<file path="config.mk">
export PLATFORM = sky130hd
export DESIGN_NAME = completion_status_encoder
export DESIGN_NICKNAME = d
export VERILOG_FILES = /design/src/rtl/cq_status_pkg.sv /design/src/rtl/status_pick.sv /design/src/rtl/completion_status_encoder.sv
export SDC_FILE = /design/constraint.sdc
export NUM_CORES = 1
export LEC_CHECK = 0
export BUFFER_PORTS_ARGS = -buffer_cell sky130_fd_sc_hd__buf_2
export CORE_MARGIN = 2
export CORE_UTILIZATION = 54
export DETAILED_ROUTE_END_ITERATION = 7
export PLACE_DENSITY = 0.81
export SYNTH_ARGS = -nofsm -noshare
export SYNTH_HDL_FRONTEND = slang
export SYNTH_SLANG_ARGS = --single-unit
</file>
<file path="constraint.sdc">
create_clock -name pclk -period 8.1 [get_ports pclk]
set_clock_uncertainty 0.15 [all_clocks]
set_input_delay 0.405 -clock pclk [delete_from_list [all_inputs] [get_ports pclk]]
set_output_delay 0.405 -clock pclk [all_outputs]
set_load 0.1 [all_outputs]
</file>
<file path="src/rtl/cq_status_pkg.sv">
// Constants and carrier types for the completion status encoder.
// Assumes one core clock and a register bus that is APB with 32-bit data.
// Overview of operation
// - Successful command reports all-zero status field.
// - Several causes: our choice, lowest code wins.
// - No-retry hint set when retry would fail.
// - Timed recovery abort clears no-retry hint.
// - Zero type and code clears no-retry hint.
// - More flag set when error log holds more.
// - Status type sits in bits 27:25.
// - Status code sits in bits 24:17.
// - Type 0h carries generic outcomes.
// - Type 1h carries opcode specific outcomes.
// - Media and integrity errors use type 2h.
// - Types 3h-6h never sent; 7h implementation only.
// - Code ranges: common, I/O set, implementation.
// - Several codes apply: report the smallest.
// - Status field fills bits 31:17.
// - Phase bit 16 inverts each queue pass.
package cq_status_pkg;

	// Register byte offsets.
	localparam logic [7:0] CTRL_OFFSET = 8'h00;
	localparam logic [7:0] DEPTH_OFFSET = 8'h04;
	localparam logic [7:0] STATE_OFFSET = 8'h08;
	localparam logic [7:0] IRQ_STAT_OFFSET = 8'h0C;
	localparam logic [7:0] IRQ_MASK_OFFSET = 8'h10;
	localparam logic [7:0] LAST_OFFSET = 8'h14;

	// Field positions and reset values.
	localparam int CTRL_VENDOR_EN_BIT = 0;
	localparam int STATE_PHASE_BIT = 16;
	localparam logic CTRL_VENDOR_EN_RESET = 1'b0;
	localparam logic [15:0] DEPTH_RESET = 16'h0040;
	localparam logic PHASE_RESET = 1'b1;
	localparam int IRQ_FAIL_BIT = 0;
	localparam int IRQ_SUBST_BIT = 1;
	localparam int IRQ_WRAP_BIT = 2;
	localparam int IRQ_W = 3;

	// Status types.
	localparam logic [2:0] TYPE_GENERIC = 3'h0;
	localparam logic [2:0] TYPE_CMD_SPECIFIC = 3'h1;
	localparam logic [2:0] TYPE_MEDIA = 3'h2;
	localparam logic [2:0] TYPE_RSVD_LO = 3'h3;
	localparam logic [2:0] TYPE_RSVD_HI = 3'h6;
	localparam logic [2:0] TYPE_IMPL = 3'h7;

	// Status code ranges and the substitute code.
	localparam logic [7:0] CODE_COMMON_MAX = 8'h7F;
	localparam logic [7:0] CODE_IO_MIN = 8'h80;
	localparam logic [7:0] CODE_IO_MAX = 8'hBF;
	localparam logic [7:0] CODE_IMPL_MIN = 8'hC0;
	localparam logic [7:0] CODE_SUCCESS = 8'h00;
	localparam logic [7:0] CODE_INTERNAL_ERROR = 8'h06;

	// One failure cause offered by command processing.
	typedef struct packed {
		logic valid;
		logic no_retry;
		logic [2:0] status_type;
		logic [7:0] status_code;
	} cause_type;

	// Per-command facts that go with the causes.
	typedef struct packed {
		logic [15:0] cid;
		logic more_info;
		logic tler_abort;
		logic admin_cmd;
	} cmd_info_type;

	// Completion status field, bits 31:17.
	typedef struct packed {
		logic no_retry_hint;
		logic more;
		logic [1:0] rsvd;
		logic [2:0] status_type_field;
		logic [7:0] status_code_field;
	} completion_status_field_type;

	// Fourth completion doubleword.
	typedef struct packed {
		completion_status_field_type sf;
		logic phase;
		logic [15:0] cid;
	} dw3_type;

endpackage

</file>
<file path="src/rtl/status_pick.sv">
// Picks one failure cause out of several offered in the same cycle.
// Assumes the causes are already cleaned of illegal types; purely combinational.
`timescale 1ns/1ps
module status_pick #(
	parameter int N = 4
) (
	// Offered causes
	input wire cq_status_pkg::cause_type cause [N],
	// Selection
	output logic found,
	output cq_status_pkg::cause_type best
);

	always_comb begin
		found = 1'b0;
		best = '0;
		for (int i = 0; i < N; i++) begin
			if (cause[i].valid) begin
				// Smallest code wins; equal codes fall back to the smaller type.
				if (!found || cause[i].status_code < best.status_code) begin
					best = cause[i];
				end else if (cause[i].status_code == best.status_code &&
					cause[i].status_type < best.status_type) begin
					best = cause[i];
				end
				found = 1'b1;
			end
		end
	end

endmodule

</file>
<file path="src/rtl/completion_status_encoder.sv">
// Builds the fourth completion doubleword: status field, phase tag and command id.
// Assumes command processing offers causes on the core clock and that a
// downstream queue writer takes entries with a valid/ready handshake.
// The interrupt is a level that software clears through the event register.
`timescale 1ns/1ps
module completion_status_encoder #(
	parameter int N = 4
) (
	// Clock and reset
	input wire logic pclk,
	input wire logic presetn,
	// APB slave
	input wire logic psel,
	input wire logic penable,
	input wire logic pwrite,
	input wire logic [7:0] paddr,
	input wire logic [31:0] pwdata,
	output logic [31:0] prdata,
	output logic pready,
	output logic pslverr,
	// Completion request from command processing
	input wire logic cmp_valid,
	output logic cmp_ready,
	input wire cq_status_pkg::cmd_info_type cmp_info,
	input wire cq_status_pkg::cause_type cmp_cause [N],
	// Completion entry to the queue writer
	output logic entry_valid,
	input wire logic entry_ready,
	output cq_status_pkg::dw3_type entry_dw3,
	// Interrupt
	output logic irq
);

	////////////////////////////////////////////////////////////////////////////////

	// Register map, one aligned 32-bit word each, unused bits read as zero.
	// CTRL: its lowest bit lets implementation-defined statuses through.
	// DEPTH: entries per queue pass; a write restarts the pass.
	// STATE: read only, the phase tag above the next slot number.
	// IRQ_STAT: sticky events, writing a one clears the bit.
	// IRQ_MASK: same layout as IRQ_STAT, a one lets the event reach irq.
	// LAST: read only, the last entry word handed to the queue writer.
	// Events: a failure was posted, a cause was replaced, the queue wrapped.
	// Unmapped addresses answer with an error, read as zero and ignore writes.

	typedef struct packed {
		// Holding stage towards the queue writer.
		logic ent_valid;
		cq_status_pkg::dw3_type ent;
		// Position in the current queue pass.
		logic phase;
		logic [15:0] slot;
		// Software-visible registers.
		logic vendor_en;
		logic [15:0] depth;
		logic [cq_status_pkg::IRQ_W-1:0] irq_stat;
		logic [cq_status_pkg::IRQ_W-1:0] irq_mask;
		// Read word and error captured in the setup cycle.
		logic [31:0] rdata;
		logic slverr;
	} state_type;

	state_type state_reg;
	state_type state_next;

	cq_status_pkg::cause_type clean [N];
	logic [N-1:0] subst;
	logic found;
	cq_status_pkg::cause_type best;
	logic last_slot;

	////////////////////////////////////////////////////////////////////////////////
	// Cause cleaning: anything that may not be sent becomes an internal error.
	// Each cause is checked on its own, so the pick below sees only legal ones.

	always_comb begin
		for (int i = 0; i < N; i++) begin
			clean[i] = cmp_cause[i];
			subst[i] = 1'b0;
			if (cmp_cause[i].valid) begin
				// Reserved types are never put on the wire.
				if (cmp_cause[i].status_type >= cq_status_pkg::TYPE_RSVD_LO &&
					cmp_cause[i].status_type <= cq_status_pkg::TYPE_RSVD_HI) begin
					subst[i] = 1'b1;
				end
				// Implementation statuses only when software allows them.
				if (!state_reg.vendor_en &&
					(cmp_cause[i].status_type == cq_status_pkg::TYPE_IMPL ||
					cmp_cause[i].status_code >= cq_status_pkg::CODE_IMPL_MIN)) begin
					subst[i] = 1'b1;
				end
				// I/O command set codes make no sense for an admin command.
				if (cmp_info.admin_cmd &&
					cmp_cause[i].status_code >= cq_status_pkg::CODE_IO_MIN &&
					cmp_cause[i].status_code <= cq_status_pkg::CODE_IO_MAX) begin
					subst[i] = 1'b1;
				end
				// A cause posing as success carries no error and is dropped.
				if (cmp_cause[i].status_type == cq_status_pkg::TYPE_GENERIC &&
					cmp_cause[i].status_code == cq_status_pkg::CODE_SUCCESS) begin
					clean[i].valid = 1'b0;
				end
			end
			// The replacement clears the hint: once software allows the status,
			// or fixes the command, a retry may well succeed.
			if (subst[i]) begin
				clean[i].valid = 1'b1;
				clean[i].no_retry = 1'b0;
				clean[i].status_type = cq_status_pkg::TYPE_GENERIC;
				clean[i].status_code = cq_status_pkg::CODE_INTERNAL_ERROR;
			end
		end
	end

	// Smallest code wins; a tie goes to the smaller type.
	status_pick #(
		.N(N)
	) pick (
		.cause(clean),
		.found(found),
		.best(best)
	);

	////////////////////////////////////////////////////////////////////////////////
	// Queue position: is the slot being filled the last one of this pass?
	// A depth of zero would never wrap, so it behaves as a queue of one entry.

	always_comb begin
		last_slot = 1'b0;
		if (state_reg.depth == 16'h0000) begin
			last_slot = 1'b1;
		end else if (state_reg.slot >= state_reg.depth - 16'h0001) begin
			last_slot = 1'b1;
		end
	end

	////////////////////////////////////////////////////////////////////////////////
	// Next state.

	always_comb begin
		cq_status_pkg::dw3_type dw;
		logic take;
		logic wrap;
		logic apb_wr;
		logic [cq_status_pkg::IRQ_W-1:0] ev;
		dw = '0;
		take = 1'b0;
		wrap = 1'b0;
		apb_wr = 1'b0;
		ev = '0;
		state_next = state_reg;

		// Output stage: an accepted entry frees the slot.
		// The slot is freed even while a new entry is written into it below.
		if (state_reg.ent_valid && entry_ready) begin
			state_next.ent_valid = 1'b0;
		end
		// A completion is taken only while the holding stage is free or drains now.
		take = cmp_valid && cmp_ready;

		// Status field assembly; the struct order fixes the bit layout.
		// The command id travels unchanged so that software can match the entry.
		dw.cid = cmp_info.cid;
		dw.phase = state_reg.phase;
		dw.sf.rsvd = 2'b00;
		if (found) begin
			dw.sf.status_type_field = best.status_type;
			dw.sf.status_code_field = best.status_code;
			dw.sf.more = cmp_info.more_info;
			dw.sf.no_retry_hint = best.no_retry;
			if (cmp_info.tler_abort) begin
				dw.sf.no_retry_hint = 1'b0;
			end
			// Success causes are dropped during cleaning, so this guard only
			// matters should that filter ever be relaxed.
			if (best.status_type == cq_status_pkg::TYPE_GENERIC &&
				best.status_code == cq_status_pkg::CODE_SUCCESS) begin
				dw.sf.no_retry_hint = 1'b0;
			end
		end else begin
			// No failure: the whole field reads zero, the more flag included.
			dw.sf = '0;
		end

		if (take) begin
			state_next.ent_valid = 1'b1;
			state_next.ent = dw;
			wrap = last_slot;
			if (wrap) begin
				state_next.slot = '0;
				state_next.phase = ~state_reg.phase;
			end else begin
				state_next.slot = state_reg.slot + 16'h0001;
			end
			// One accepted completion may raise several events at once.
			ev[cq_status_pkg::IRQ_FAIL_BIT] = found;
			ev[cq_status_pkg::IRQ_SUBST_BIT] = |subst;
			ev[cq_status_pkg::IRQ_WRAP_BIT] = wrap;
		end

		// APB setup cycle: latch read data and error for the access phase.
		// Capturing the word here keeps prdata a flop output with no wait state.
		if (psel && !penable) begin
			state_next.slverr = 1'b0;
			case (paddr)
				cq_status_pkg::CTRL_OFFSET: begin
					state_next.rdata = '0;
					state_next.rdata[cq_status_pkg::CTRL_VENDOR_EN_BIT] = state_reg.vendor_en;
				end
				cq_status_pkg::DEPTH_OFFSET: begin
					state_next.rdata = {16'h0000, state_reg.depth};
				end
				cq_status_pkg::STATE_OFFSET: begin
					state_next.rdata = {15'h0000, state_reg.phase, state_reg.slot};
				end
				cq_status_pkg::IRQ_STAT_OFFSET: begin
					state_next.rdata = {29'h0, state_reg.irq_stat};
				end
				cq_status_pkg::IRQ_MASK_OFFSET: begin
					state_next.rdata = {29'h0, state_reg.irq_mask};
				end
				cq_status_pkg::LAST_OFFSET: begin
					state_next.rdata = state_reg.ent;
				end
				default: begin
					state_next.rdata = '0;
					state_next.slverr = 1'b1;
				end
			endcase
		end

		// APB access phase: writes take effect on the completing edge.
		apb_wr = psel && penable && pwrite;
		if (apb_wr) begin
			case (paddr)
				cq_status_pkg::CTRL_OFFSET: begin
					state_next.vendor_en = pwdata[cq_status_pkg::CTRL_VENDOR_EN_BIT];
				end
				cq_status_pkg::DEPTH_OFFSET: begin
					// A new depth restarts the queue pass. It also wins over a completion
					// taken in the same cycle, whose entry keeps the old phase tag.
					state_next.depth = pwdata[15:0];
					state_next.slot = '0;
					state_next.phase = cq_status_pkg::PHASE_RESET;
				end
				cq_status_pkg::IRQ_STAT_OFFSET: begin
					// Ones clear the matching sticky bits; zeros leave them alone.
					state_next.irq_stat = state_reg.irq_stat &
						~pwdata[cq_status_pkg::IRQ_W-1:0];
				end
				cq_status_pkg::IRQ_MASK_OFFSET: begin
					state_next.irq_mask = pwdata[cq_status_pkg::IRQ_W-1:0];
				end
				default: begin
					// Read-only and unmapped addresses ignore the write.
				end
			endcase
		end

		// New events are applied last so a set beats a clear in the same cycle.
		state_next.irq_stat = state_next.irq_stat | ev;
	end

	////////////////////////////////////////////////////////////////////////////////

	// All state sits in one register; the reset values mirror the register map.
	always_ff @(posedge pclk or negedge presetn) begin
		if (!presetn) begin
			// The phase tag starts at one so that software, which zeroes the queue,
			// sees every entry of the first pass as new.
			state_reg <= '{
				ent_valid: 1'b0,
				ent: '0,
				phase: cq_status_pkg::PHASE_RESET,
				slot: '0,
				vendor_en: cq_status_pkg::CTRL_VENDOR_EN_RESET,
				depth: cq_status_pkg::DEPTH_RESET,
				irq_stat: '0,
				irq_mask: '0,
				rdata: '0,
				slverr: 1'b0
			};
		end else begin
			state_reg <= state_next;
		end
	end

	////////////////////////////////////////////////////////////////////////////////
	// Outputs.

	// Zero wait states: the read word was captured in the setup cycle.
	assign pready = psel && penable;
	assign prdata = state_reg.rdata;
	assign pslverr = psel && penable && state_reg.slverr;

	// A single holding stage; a stalled writer stalls command processing.
	assign cmp_ready = !state_reg.ent_valid || entry_ready;
	assign entry_valid = state_reg.ent_valid;
	assign entry_dw3 = state_reg.ent;

	// A level output: it falls once every pending event is cleared or masked.
	assign irq = |(state_reg.irq_stat & state_reg.irq_mask);

endmodule

</file>
==> qor.tcl, run 1 <==
set qor(tritoncts.num_buffers) 9
set qor(synth_enable_flop_cells) 0
set qor(port_buffers) 166
set qor(path_clk_slew_ns) 0.07
set qor(cts.htree.levels) 3
set qor(cp-startpoint) {state_reg[55]}
set qor(worst_slew_pin_slew_ns) 1.203
set qor(vias) 6264
set qor(drt-vias-per-instance) 5.608
set qor(num_antenna_cells) 0
set qor(finalWorstPathRequiredPeriod_ns) 7.524
set qor(number_of_flip_flops_in_the_largest_register) 41
set qor(grt_setup_unrepaired) {no}
set qor(totalWireLength_um) 18390
set qor(critical_path.slowest_cell) {dfrtp_1}
set qor(synthFlopType) {dfrtp_1}
set qor(synthDistinctLibCells) 65
set qor(number_of_antenna_violations_at_the_first_check_in_global_routing) 0
set qor(ff_latch_area_um2) 2555
set qor(syn_to_final_growth_pct) 12.82
set qor(globalRoute.totalOverflow) 0
set qor(power_density_nw_per_um2) 196.9
set qor(final_max_slew_viol_count) 0
set qor(synth_warnings) 0
set qor(detailedRoute.firstPassIterationCount) 6
set qor(first_pass_grt_wire_length_um) 29140
set qor(synth_top_cell_by_area) {dfrtp_1}
set qor(peakVddDrop_mv) 0.1050
set qor(synth.yosys.seq_area_share_pct) 35.57
set qor(report.final.setup_viol) 0
set qor(fillerInstances) 1155
set qor(design.core.area_um2) 13140
set qor(synthesis.area_um2) 7182
set qor(remaining_drc_errors) 0
set qor(fp.dieW_um) 119.3
set qor(power.leakage_nw) 4.050
set qor(grt_max_degree) 63
set qor(drive_gt1_share_pct) 25.61
set qor(cell_count_after_synthesis) 829
set qor(area_of_combinational_cells_with_multiple_inputs_um2) 3944
set qor(maxCapViolations) 0
set qor(first_iter_violations) 580
set qor(worst-endpoint-arrival_ns) 7.60
set qor(die_ht_um) 119.3
set qor(criticalPathCategory) {flop to flop}
set qor(ctsLongestPathBuffers) 2
set qor(clkLatencyLatePin_ns) 0.35
set qor(worst_hold_path_type) {input port to flop}
set qor(dp_hpwl_um) 14200
set qor(placedInstanceArea_um2) 7747
set qor(tritoncts_clock_tree) {yes}
set qor(die_outline_area_um2) 14240
set qor(yosysTopAreaCellShare_pct) 34.84
set qor(synth_seq_cells) 102
set qor(layout_common_cells) {203 x nand2_1, 165 x buf_2, 100 x dfrtp_1, 48 x ha_1, 41 x nor2_1}
set qor(most_frequent_standard_cell_in_the_layout_excluding_fill_and_tap_cells) {nand2_1}
set qor(worst-path-max-fanout) 9
set qor(floorplan.initialDensity_pct) 54.67
set qor(min_period_over_period_pct) 92.89
set qor(root_buffer) {clkbuf_16}
set qor(worst-endpoint-required_ns) 8.18
set qor(async_flop_share_pct) 100.0
set qor(detail-route-antenna-nets) 0
set qor(floorplan.io_pins) 187
set qor(slowest_delay_ns) 0.45
set qor(fin_tns_setup_ns) 0
set qor(clock.fmax_mhz) 132.9
set qor(layout.nets) 1102
set qor(ff2ff_setup_slack_ns) 0.58
set qor(worst_hold_startpoint) {cmp_info[17]}
set qor(wl_per_cell_um) 16.46
set qor(fin_area_um2) 8103
set qor(placementRows) 42
set qor(max_slew_margin_pct) 19.48
set qor(cts_sinks) 102
set qor(synth_area_leaders) {dfrtp_1 35%, nand2_1 11%, ha_1 8.4%, buf_4 6.8%, mux2_2 2.4%}
set qor(run_status) {complete, no violations}
set qor(via_count_of_the_first_global_routing_pass) 5745
set qor(worst_r2r_startpoint) {state_reg[55]}
set qor(synth_area_per_cell_um2) 8.663
set qor(finalPower_mw) 1.596
set qor(critPathCaptureType) {flop}
set qor(place_congestion) 0.9174
set qor(final_hold_viol_count) 0
set qor(holdWs_ns) 0.09141
set qor(gr-usage-all-layers_pct) 25.81
set qor(cp-start-kind) {flop}
[synth_stat cells, drive strengths merged (4+ instances only)]
master / n
inv: 28
buf: 67
or3: 4
and3: 8
nand2b: 11
nor2: 42
mux2i: 9
o31ai: 8
o21ai: 50
a21oi: 22
a221o: 12
nor2b: 9
nand2: 203
a21o: 13
a22oi: 4
and2: 12
xnor2: 17
or4: 6
mux2: 19
a21boi: 4
nand3b: 5
ha: 48
xor2: 15
dfrtp: 100
nand4: 11
clkbuf: 25
a222oi: 14
nor3: 11
nor4: 9
o211ai: 5
nand3: 10
[per-stage QoR]
stage,std cells,utilization (%),setup slack (ns)
global placement,1096,58.97,0.3953
global route,1117,61.68,0.005012
detailed placement,1096,58.97,0.3164
finish,1117,61.68,0.5758
floorplan,832,-,1.019
CTS,1113,61.33,0.4387
[timing repair]
item | in CTS | in global routing
buffers inserted | 0 | 4
hold buffers | 1 | 0
endpoints found under the hold margin | 39 | 0
endpoints found under the setup margin | 0 | 12
resized for setup | 0 | 2
[critical path, delay by kind of cell (launching register included)]
kind | cells | cell delay (ns)
AO/OA/AOI/OAI | 14 | 3.59
AND/OR/NAND/NOR | 8 | 1.16
adder cells (fa/ha/maj) | 3 | 0.96
multiplexers | 2 | 0.74
flip-flops | 1 | 0.45
buffers and inverters | 2 | 0.32
[cells by family (layout without fill, tap and decap cells)]
group / Yosys count / count (layout) / synth area share, %
flip-flops: 102 / 102 / 35.57
buffers and inverters: 120 / 229 / 9.878
XOR/XNOR: 32 / 32 / 3.902
adder cells (fa/ha/maj): 48 / 48 / 8.362
AO/OA/AOI/OAI: 152 / 152 / 15.66
AND/OR/NAND/NOR: 346 / 346 / 22.16
other: 1 / 4 / 0.05221
multiplexers: 28 / 28 / 4.408
[cell type report]
cell class	count	share of cell area, %
Tap cell	176	2.718
Clock buffer	10	2.826
Timing Repair Buffer	185	12.08
Multi-Input combinational cell	610	48.67
Inverter	28	1.297
Clock inverter	6	0.8802
Sequential cell	102	31.53
[worst paths after layout]
kind / depth (start not counted) / to
worst max-delay path: 29 / entry_dw3[23]
worst min-delay path: 3 / entry_dw3[14]
worst max register to register: 29 / entry_dw3[23]
worst min register to register: 2 / prdata[11]
max in group asynchronous: 3 / state_reg[49]
min in group asynchronous: 2 / entry_dw3[21]
[layer usage]
layer	GRT usage, %	share of wire, %	wire [µm]
met1	37.24	43	7921
met2	39.91	45	8302
met3	4.023	9.3	1710
met4	8.456	2.4	450
met5	0	0	0
[where the power goes]
group / total (mW) / internal, mW / switching [mW]
clock network: 0.433 / 0.242 / 0.191
logic: 0.559 / 0.154 / 0.405
registers: 0.604 / 0.551 / 0.0529
Power figures use the tool's default switching activity.
==> inputs of run 2 (changes only) <==
--- a/config.mk
+++ b/config.mk
@@ -7,9 +7,9 @@
 export LEC_CHECK = 0
 export BUFFER_PORTS_ARGS = -buffer_cell sky130_fd_sc_hd__buf_2
 export CORE_MARGIN = 2
-export CORE_UTILIZATION = 54
+export CORE_UTILIZATION = 49
 export DETAILED_ROUTE_END_ITERATION = 7
-export PLACE_DENSITY = 0.81
+export PLACE_DENSITY = 0.78
 export SYNTH_ARGS = -nofsm -noshare
 export SYNTH_HDL_FRONTEND = slang
 export SYNTH_SLANG_ARGS = --single-unit
==> constraint.sdc (replaced) <==
create_clock -name pclk -period 6.3 [get_ports pclk]
set_clock_uncertainty 0.15 [all_clocks]
set_input_delay 0.315 -clock pclk [delete_from_list [all_inputs] [get_ports pclk]]
set_output_delay 0.315 -clock pclk [all_outputs]
set_load 0.1 [all_outputs]
==> run 2 against run 1 <==
The run now ends with negative setup slack left; final cell count grew 8.1%; sequential power grew 29%; sequential cell count is the same; worst setup slack lost 1.3 ns; first-iteration DRC count grew 0.34%; design area grew 12%; register-to-register slack lost 1.3 ns; highest routed layer unchanged; clock power grew 41%; sequential share of layout area shrank 3.5 points; clock-buffer cell count is the same.
==> qor.tcl, run 2 (same netlist as run 1, synthesis figures left out) <==
set qor(clock.fmax_mhz) 142.9
set qor(number_of_flip_flops_in_the_largest_register) 41
set qor(finalPower_mw) 2.225
set qor(floorplan.initialDensity_pct) 49.79
set qor(tritoncts_clock_tree) {yes}
set qor(design.core.area_um2) 14420
set qor(final_max_slew_viol_count) 0
set qor(worst-path-max-fanout) 8
set qor(num_antenna_cells) 0
set qor(worst-path-buf-inv) 7
set qor(first_pass_grt_wire_length_um) 33000
set qor(grt_max_degree) 61
set qor(run_status) {finished with violations}
set qor(fillerInstances) 1183
set qor(most_frequent_standard_cell_in_the_layout_excluding_fill_and_tap_cells) {nand2_1}
set qor(root_buffer) {clkbuf_16}
set qor(number_of_antenna_violations_at_the_first_check_in_global_routing) 0
set qor(dp_worst_setup_slack_ns) -0.8946
set qor(finalWorstPathRequiredPeriod_ns) 6.996
set qor(totalWireLength_um) 20940
set qor(place_congestion) 0.9735
set qor(power_density_nw_per_um2) 244.3
set qor(worst_slew_pin_slew_ns) 1.203
set qor(vias) 6761
set qor(remaining_drc_errors) 0
set qor(max_slew_margin_pct) 19.52
set qor(layout_common_cells) {195 x nand2_1, 165 x buf_2, 99 x dfrtp_1, 91 x buf_4, 37 x ha_1}
set qor(critPathCaptureType) {flop}
set qor(drt-vias-per-instance) 5.597
set qor(worst_hold_path_type) {input port to flop}
set qor(detail-route-antenna-nets) 0
set qor(gr-usage-all-layers_pct) 25.98
set qor(grt_setup_unrepaired) {yes}
set qor(peakVddDrop_mv) 0.1703
set qor(wl_per_cell_um) 17.34
set qor(final_hold_viol_count) 0
set qor(first_iter_violations) 582
set qor(cts_sinks) 102
set qor(power.leakage_nw) 4.527
set qor(worst-endpoint-required_ns) 6.37
set qor(finish.utilization_pct) 63.16
set qor(die_ht_um) 125.1
set qor(tritoncts.num_buffers) 9
set qor(placementRows) 44
set qor(fp.dieW_um) 125.1
set qor(path_clk_slew_ns) 0.07
set qor(die_outline_area_um2) 15640
set qor(clkLatencyLatePin_ns) 0.34
set qor(worst-endpoint-arrival_ns) 7.07
set qor(critical_path.slowest_cell) {or4_4}
set qor(setup_slack_ns) -0.6963
set qor(layout.nets) 1185
set qor(report.final.setup_viol) 12
set qor(drive_gt1_share_pct) 36.43
set qor(criticalPathCategory) {input port to flop}
set qor(cts.htree.levels) 3
set qor(cp-start-kind) {input port}
set qor(maxCapViolations) 0
set qor(dp_hpwl_um) 15510
set qor(ctsLongestPathBuffers) 2
set qor(via_count_of_the_first_global_routing_pass) 6389
set qor(min_period_over_period_pct) 111.1
set qor(floorplan.io_pins) 187
set qor(ff2ff_setup_slack_ns) -0.69
set qor(detailedRoute.firstPassIterationCount) 6
set qor(globalRoute.totalOverflow) 0
set qor(dp_cells) 1159
set qor(fin_tns_setup_ns) -8.025
set qor(slowest_delay_ns) 0.54
set qor(syn_to_final_growth_pct) 26.85
set qor(port_buffers) 166
set qor(final_cells) 1208
set qor(cp_top_family) {compound AO/OA/AOI/OAI gates}
set qor(violations_in_the_final_reports) {negative setup slack}
[run 2: cell count changes in the layout (fill, tap and decap cells not counted), sizes merged]
| cell | delta |
|---|---|
| dlygate4sd3 | +1 |
| inv | +1 |
| and3 | +1 |
| clkinvlp | -1 |
| clkinv | -1 |
| a21o | +1 |
| buf | +80 |
| bufinv | +1 |
[run 2: worst paths after layout]
| check | endpoint | start | cells after the start |
|---|---|---|---|
| min | entry_dw3[12] | cmp_info[15] | 3 |
| min in group asynchronous | prdata[13] | presetn | 2 |
| max | entry_dw3[21] | cmp_cause[42] | 33 |
| min reg2reg | prdata[11] | prdata[11] | 2 |
| max reg2reg | entry_dw3[21] | state_reg[55] | 32 |
| max in group asynchronous | state_reg[55] | presetn | 3 |
[run 2: layout make-up]
| class | instances | area, µm² | share of cell area, % |
|---|---|---|---|
| clock buffer | 10 | 239.0 | 2.623 |
| sequential | 102 | 2556 | 28.06 |
| inverter | 28 | 105.1 | 1.154 |
| multi-input combinational | 612 | 4259 | 46.75 |
| tap | 184 | 230.2 | 2.527 |
| clock inverter | 6 | 92.59 | 1.016 |
| timing repair buffer | 266 | 1628 | 17.87 |
[run 2: through the flow]
step | hold slack (ns) | instance area [µm²]
after floorplan | -0.1306 | 7327
after global placement | 0.1894 | 8315
after detailed placement | 0.1941 | 8315
after CTS | 0.001559 | 8920
after global routing | 0.002439 | 9110
final | 0.007004 | 9110
[run 2: layer usage]
metal	track usage [%]	vias up	wire length, µm
met4	7.712	0	497
met1	37.11	3185	9158
met3	4.108	42	1647
met2	40.98	309	9641
li1	-	3225	-
met5	0	-	0
[run 2: tightest hold or removal path: stages]
cell	delay, ns
buf_2	0.08
nand2_1	0.04
nand2_1	0.04
[run 2: repair_timing]
item / in CTS / in global routing
resized for setup: 22 / 29
pin swaps: 12 / 22
setup endpoints to repair: 12 / 12
cloned: 2 / 0
buffers inserted: 20 / 9
hold buffers: 2 / 0
hold endpoints to repair: 42 / 0
[run 2: power breakdown]
part,internal [mW],switching (mW),leakage (nW)
Sequential,0.709,0.0698,1.34
Clock,0.363,0.247,0.161
Combinational,0.272,0.565,3.03
Total,1.34,0.882,4.53
==> inputs of run 3 (changes only) <==
--- a/config.mk
+++ b/config.mk
@@ -6,8 +6,10 @@
 export NUM_CORES = 1
 export LEC_CHECK = 0
 export BUFFER_PORTS_ARGS = -buffer_cell sky130_fd_sc_hd__buf_2
+export CORE_ASPECT_RATIO = 2
 export CORE_MARGIN = 2
 export CORE_UTILIZATION = 49
+export CTS_BUF_LIST = sky130_fd_sc_hd__clkbuf_4 sky130_fd_sc_hd__clkbuf_8 sky130_fd_sc_hd__clkbuf_16
 export DETAILED_ROUTE_END_ITERATION = 7
 export PLACE_DENSITY = 0.78
 export SYNTH_ARGS = -nofsm -noshare
==> run 3 against run 2 <==
The flow still finishes with violations (negative setup slack); hold slack about the same; clock-buffer cell count increased by 1; sequential power about the same; critical path type is now flop to flop; largest power group unchanged.
==> qor.tcl, run 3 (same netlist as run 1, synthesis figures left out) <==
set qor(finish.utilization_pct) 63.71
set qor(maxCapViolations) 0
set qor(ctsLongestPathBuffers) 2
set qor(fp.dieW_um) 89.61
set qor(criticalPathCategory) {flop to flop}
set qor(port_buffers) 166
set qor(min_period_over_period_pct) 110.6
set qor(placementRows) 62
set qor(cp-start-kind) {flop}
set qor(layout_common_cells) {193 x nand2_1, 163 x buf_2, 99 x dfrtp_1, 88 x buf_4, 36 x nor2_1}
set qor(design.core.area_um2) 14350
set qor(worst-path-buf-inv) 5
set qor(cts.htree.levels) 3
set qor(most_frequent_standard_cell_in_the_layout_excluding_fill_and_tap_cells) {nand2_1}
set qor(cts_sinks) 102
set qor(grt_setup_unrepaired) {yes}
set qor(run_status) {finished with violations}
set qor(fin_tns_setup_ns) -7.798
set qor(finalWorstPathRequiredPeriod_ns) 6.967
set qor(worst_slew_pin_slew_ns) 1.199
set qor(final_hold_viol_count) 0
set qor(place_congestion) 1.051
set qor(remaining_drc_errors) 0
set qor(layout.nets) 1183
set qor(max_slew_margin_pct) 19.78
set qor(number_of_flip_flops_in_the_largest_register) 41
set qor(dp_hpwl_um) 18130
set qor(drive_gt1_share_pct) 36.30
set qor(worst-path-max-fanout) 5
set qor(floorplan.initialDensity_pct) 50.04
set qor(slowest_delay_ns) 0.44
set qor(die_ht_um) 175.2
set qor(power_density_nw_per_um2) 234.7
set qor(gr-usage-all-layers_pct) 29.61
set qor(cp_top_family) {compound AO/OA/AOI/OAI gates}
set qor(clock.fmax_mhz) 143.5
set qor(critPathCaptureType) {flop}
set qor(totalWireLength_um) 22840
set qor(die_outline_area_um2) 15700
set qor(globalRoute.totalOverflow) 0
set qor(power.leakage_nw) 4.548
set qor(syn_to_final_growth_pct) 27.32
set qor(drt-vias-per-instance) 5.544
set qor(floorplan.io_pins) 187
set qor(worst_hold_path_type) {input port to flop}
set qor(fin_area_um2) 9144
set qor(root_buffer) {clkbuf_16}
set qor(via_count_of_the_first_global_routing_pass) 6776
set qor(violations_in_the_final_reports) {negative setup slack}
set qor(vias) 6736
set qor(tritoncts.num_buffers) 9
set qor(ff2ff_setup_slack_ns) -0.67
set qor(critical_path.slowest_cell) {dfrtp_2}
set qor(final_max_slew_viol_count) 0
set qor(setup_slack_ns) -0.6670
set qor(first_pass_grt_wire_length_um) 34690
set qor(tritoncts_clock_tree) {yes}
set qor(grt_max_degree) 59
set qor(first_iter_violations) 417
set qor(number_of_antenna_violations_at_the_first_check_in_global_routing) 0
set qor(wl_per_cell_um) 18.80
set qor(detailedRoute.firstPassIterationCount) 6
set qor(finalPower_mw) 2.146
set qor(placedInstanceArea_um2) 8381
set qor(dp_worst_setup_slack_ns) -1.010
set qor(worst-endpoint-required_ns) 6.38
set qor(peakVddDrop_mv) 0.1678
set qor(worst-endpoint-arrival_ns) 7.05
set qor(report.final.setup_viol) 12
set qor(detail-route-antenna-nets) 0
set qor(clkLatencyLatePin_ns) 0.35
set qor(path_clk_slew_ns) 0.07
## run 3: cell type report
class | count | area [µm²]
multi-input cells | 612 | 4328
diodes | 1 | 2.502
flip-flops and latches | 102 | 2556
clock inverters | 5 | 42.54
clock buffers | 11 | 246.5
fillers | 1252 | 5207
well taps | 192 | 240.2
inverters | 28 | 107.6
repair buffers | 264 | 1620
## run 3: path summary, 6_finish.rpt
kind | from | endpoint | cells after the start
setup / recovery | state_reg[55] | entry_dw3[23] | 30
hold reg to reg | prdata[0] | prdata[0] | 2
max in group asynchronous | presetn | state_reg[55] | 3
min in group asynchronous | presetn | state_reg[70] | 2
setup reg to reg | state_reg[55] | entry_dw3[23] | 30
hold / removal | pwdata[6] | state_reg[45] | 3
## run 3: worst register-to-register path, delay by kind of cell (launching register included)
family / cells / cell delay (ns)
AO/OA/AOI/OAI: 11 / 3.10
adder cells (fa/ha/maj): 3 / 0.78
buffers and inverters: 5 / 0.66
flip-flops: 1 / 0.44
multiplexers: 2 / 0.67
AND/OR/NAND/NOR: 9 / 1.06
## run 3: timing repair
item                                    CTS  global route
cloned                                    1             1
setup buffers                            15             4
hold buffers                              2             0
endpoints found under the hold margin    45             0
endpoints found under the setup margin   12            12
pin swaps                                25            23
resized for setup                        45            21
## run 3: routing by layer
metal / global-route usage, % / vias to the layer above / routed length (µm)
li1: - / 3215 / -
met1: 28.38 / 3199 / 7343
met2: 55.67 / 245 / 12770
met3: 3.496 / 77 / 988
met4: 18.91 / 0 / 1736
met5: 0 / - / 0
## run 3: through the flow
step,std cells,hold WS (ns)
floorplan,832,-0.1306
global placement,1176,0.1940
detailed placement,1176,0.1924
CTS,1210,0.003234
global route,1214,0.009476
finish,1215,0.006919
## run 3: report_power, final
group          switching (mW)  leakage, nW  internal (mW)  total (mW)
logic                   0.563         3.07          0.272       0.835
registers              0.0711         1.34          0.709       0.780
clock network           0.245        0.140          0.287       0.531
total                   0.878         4.55           1.27        2.15
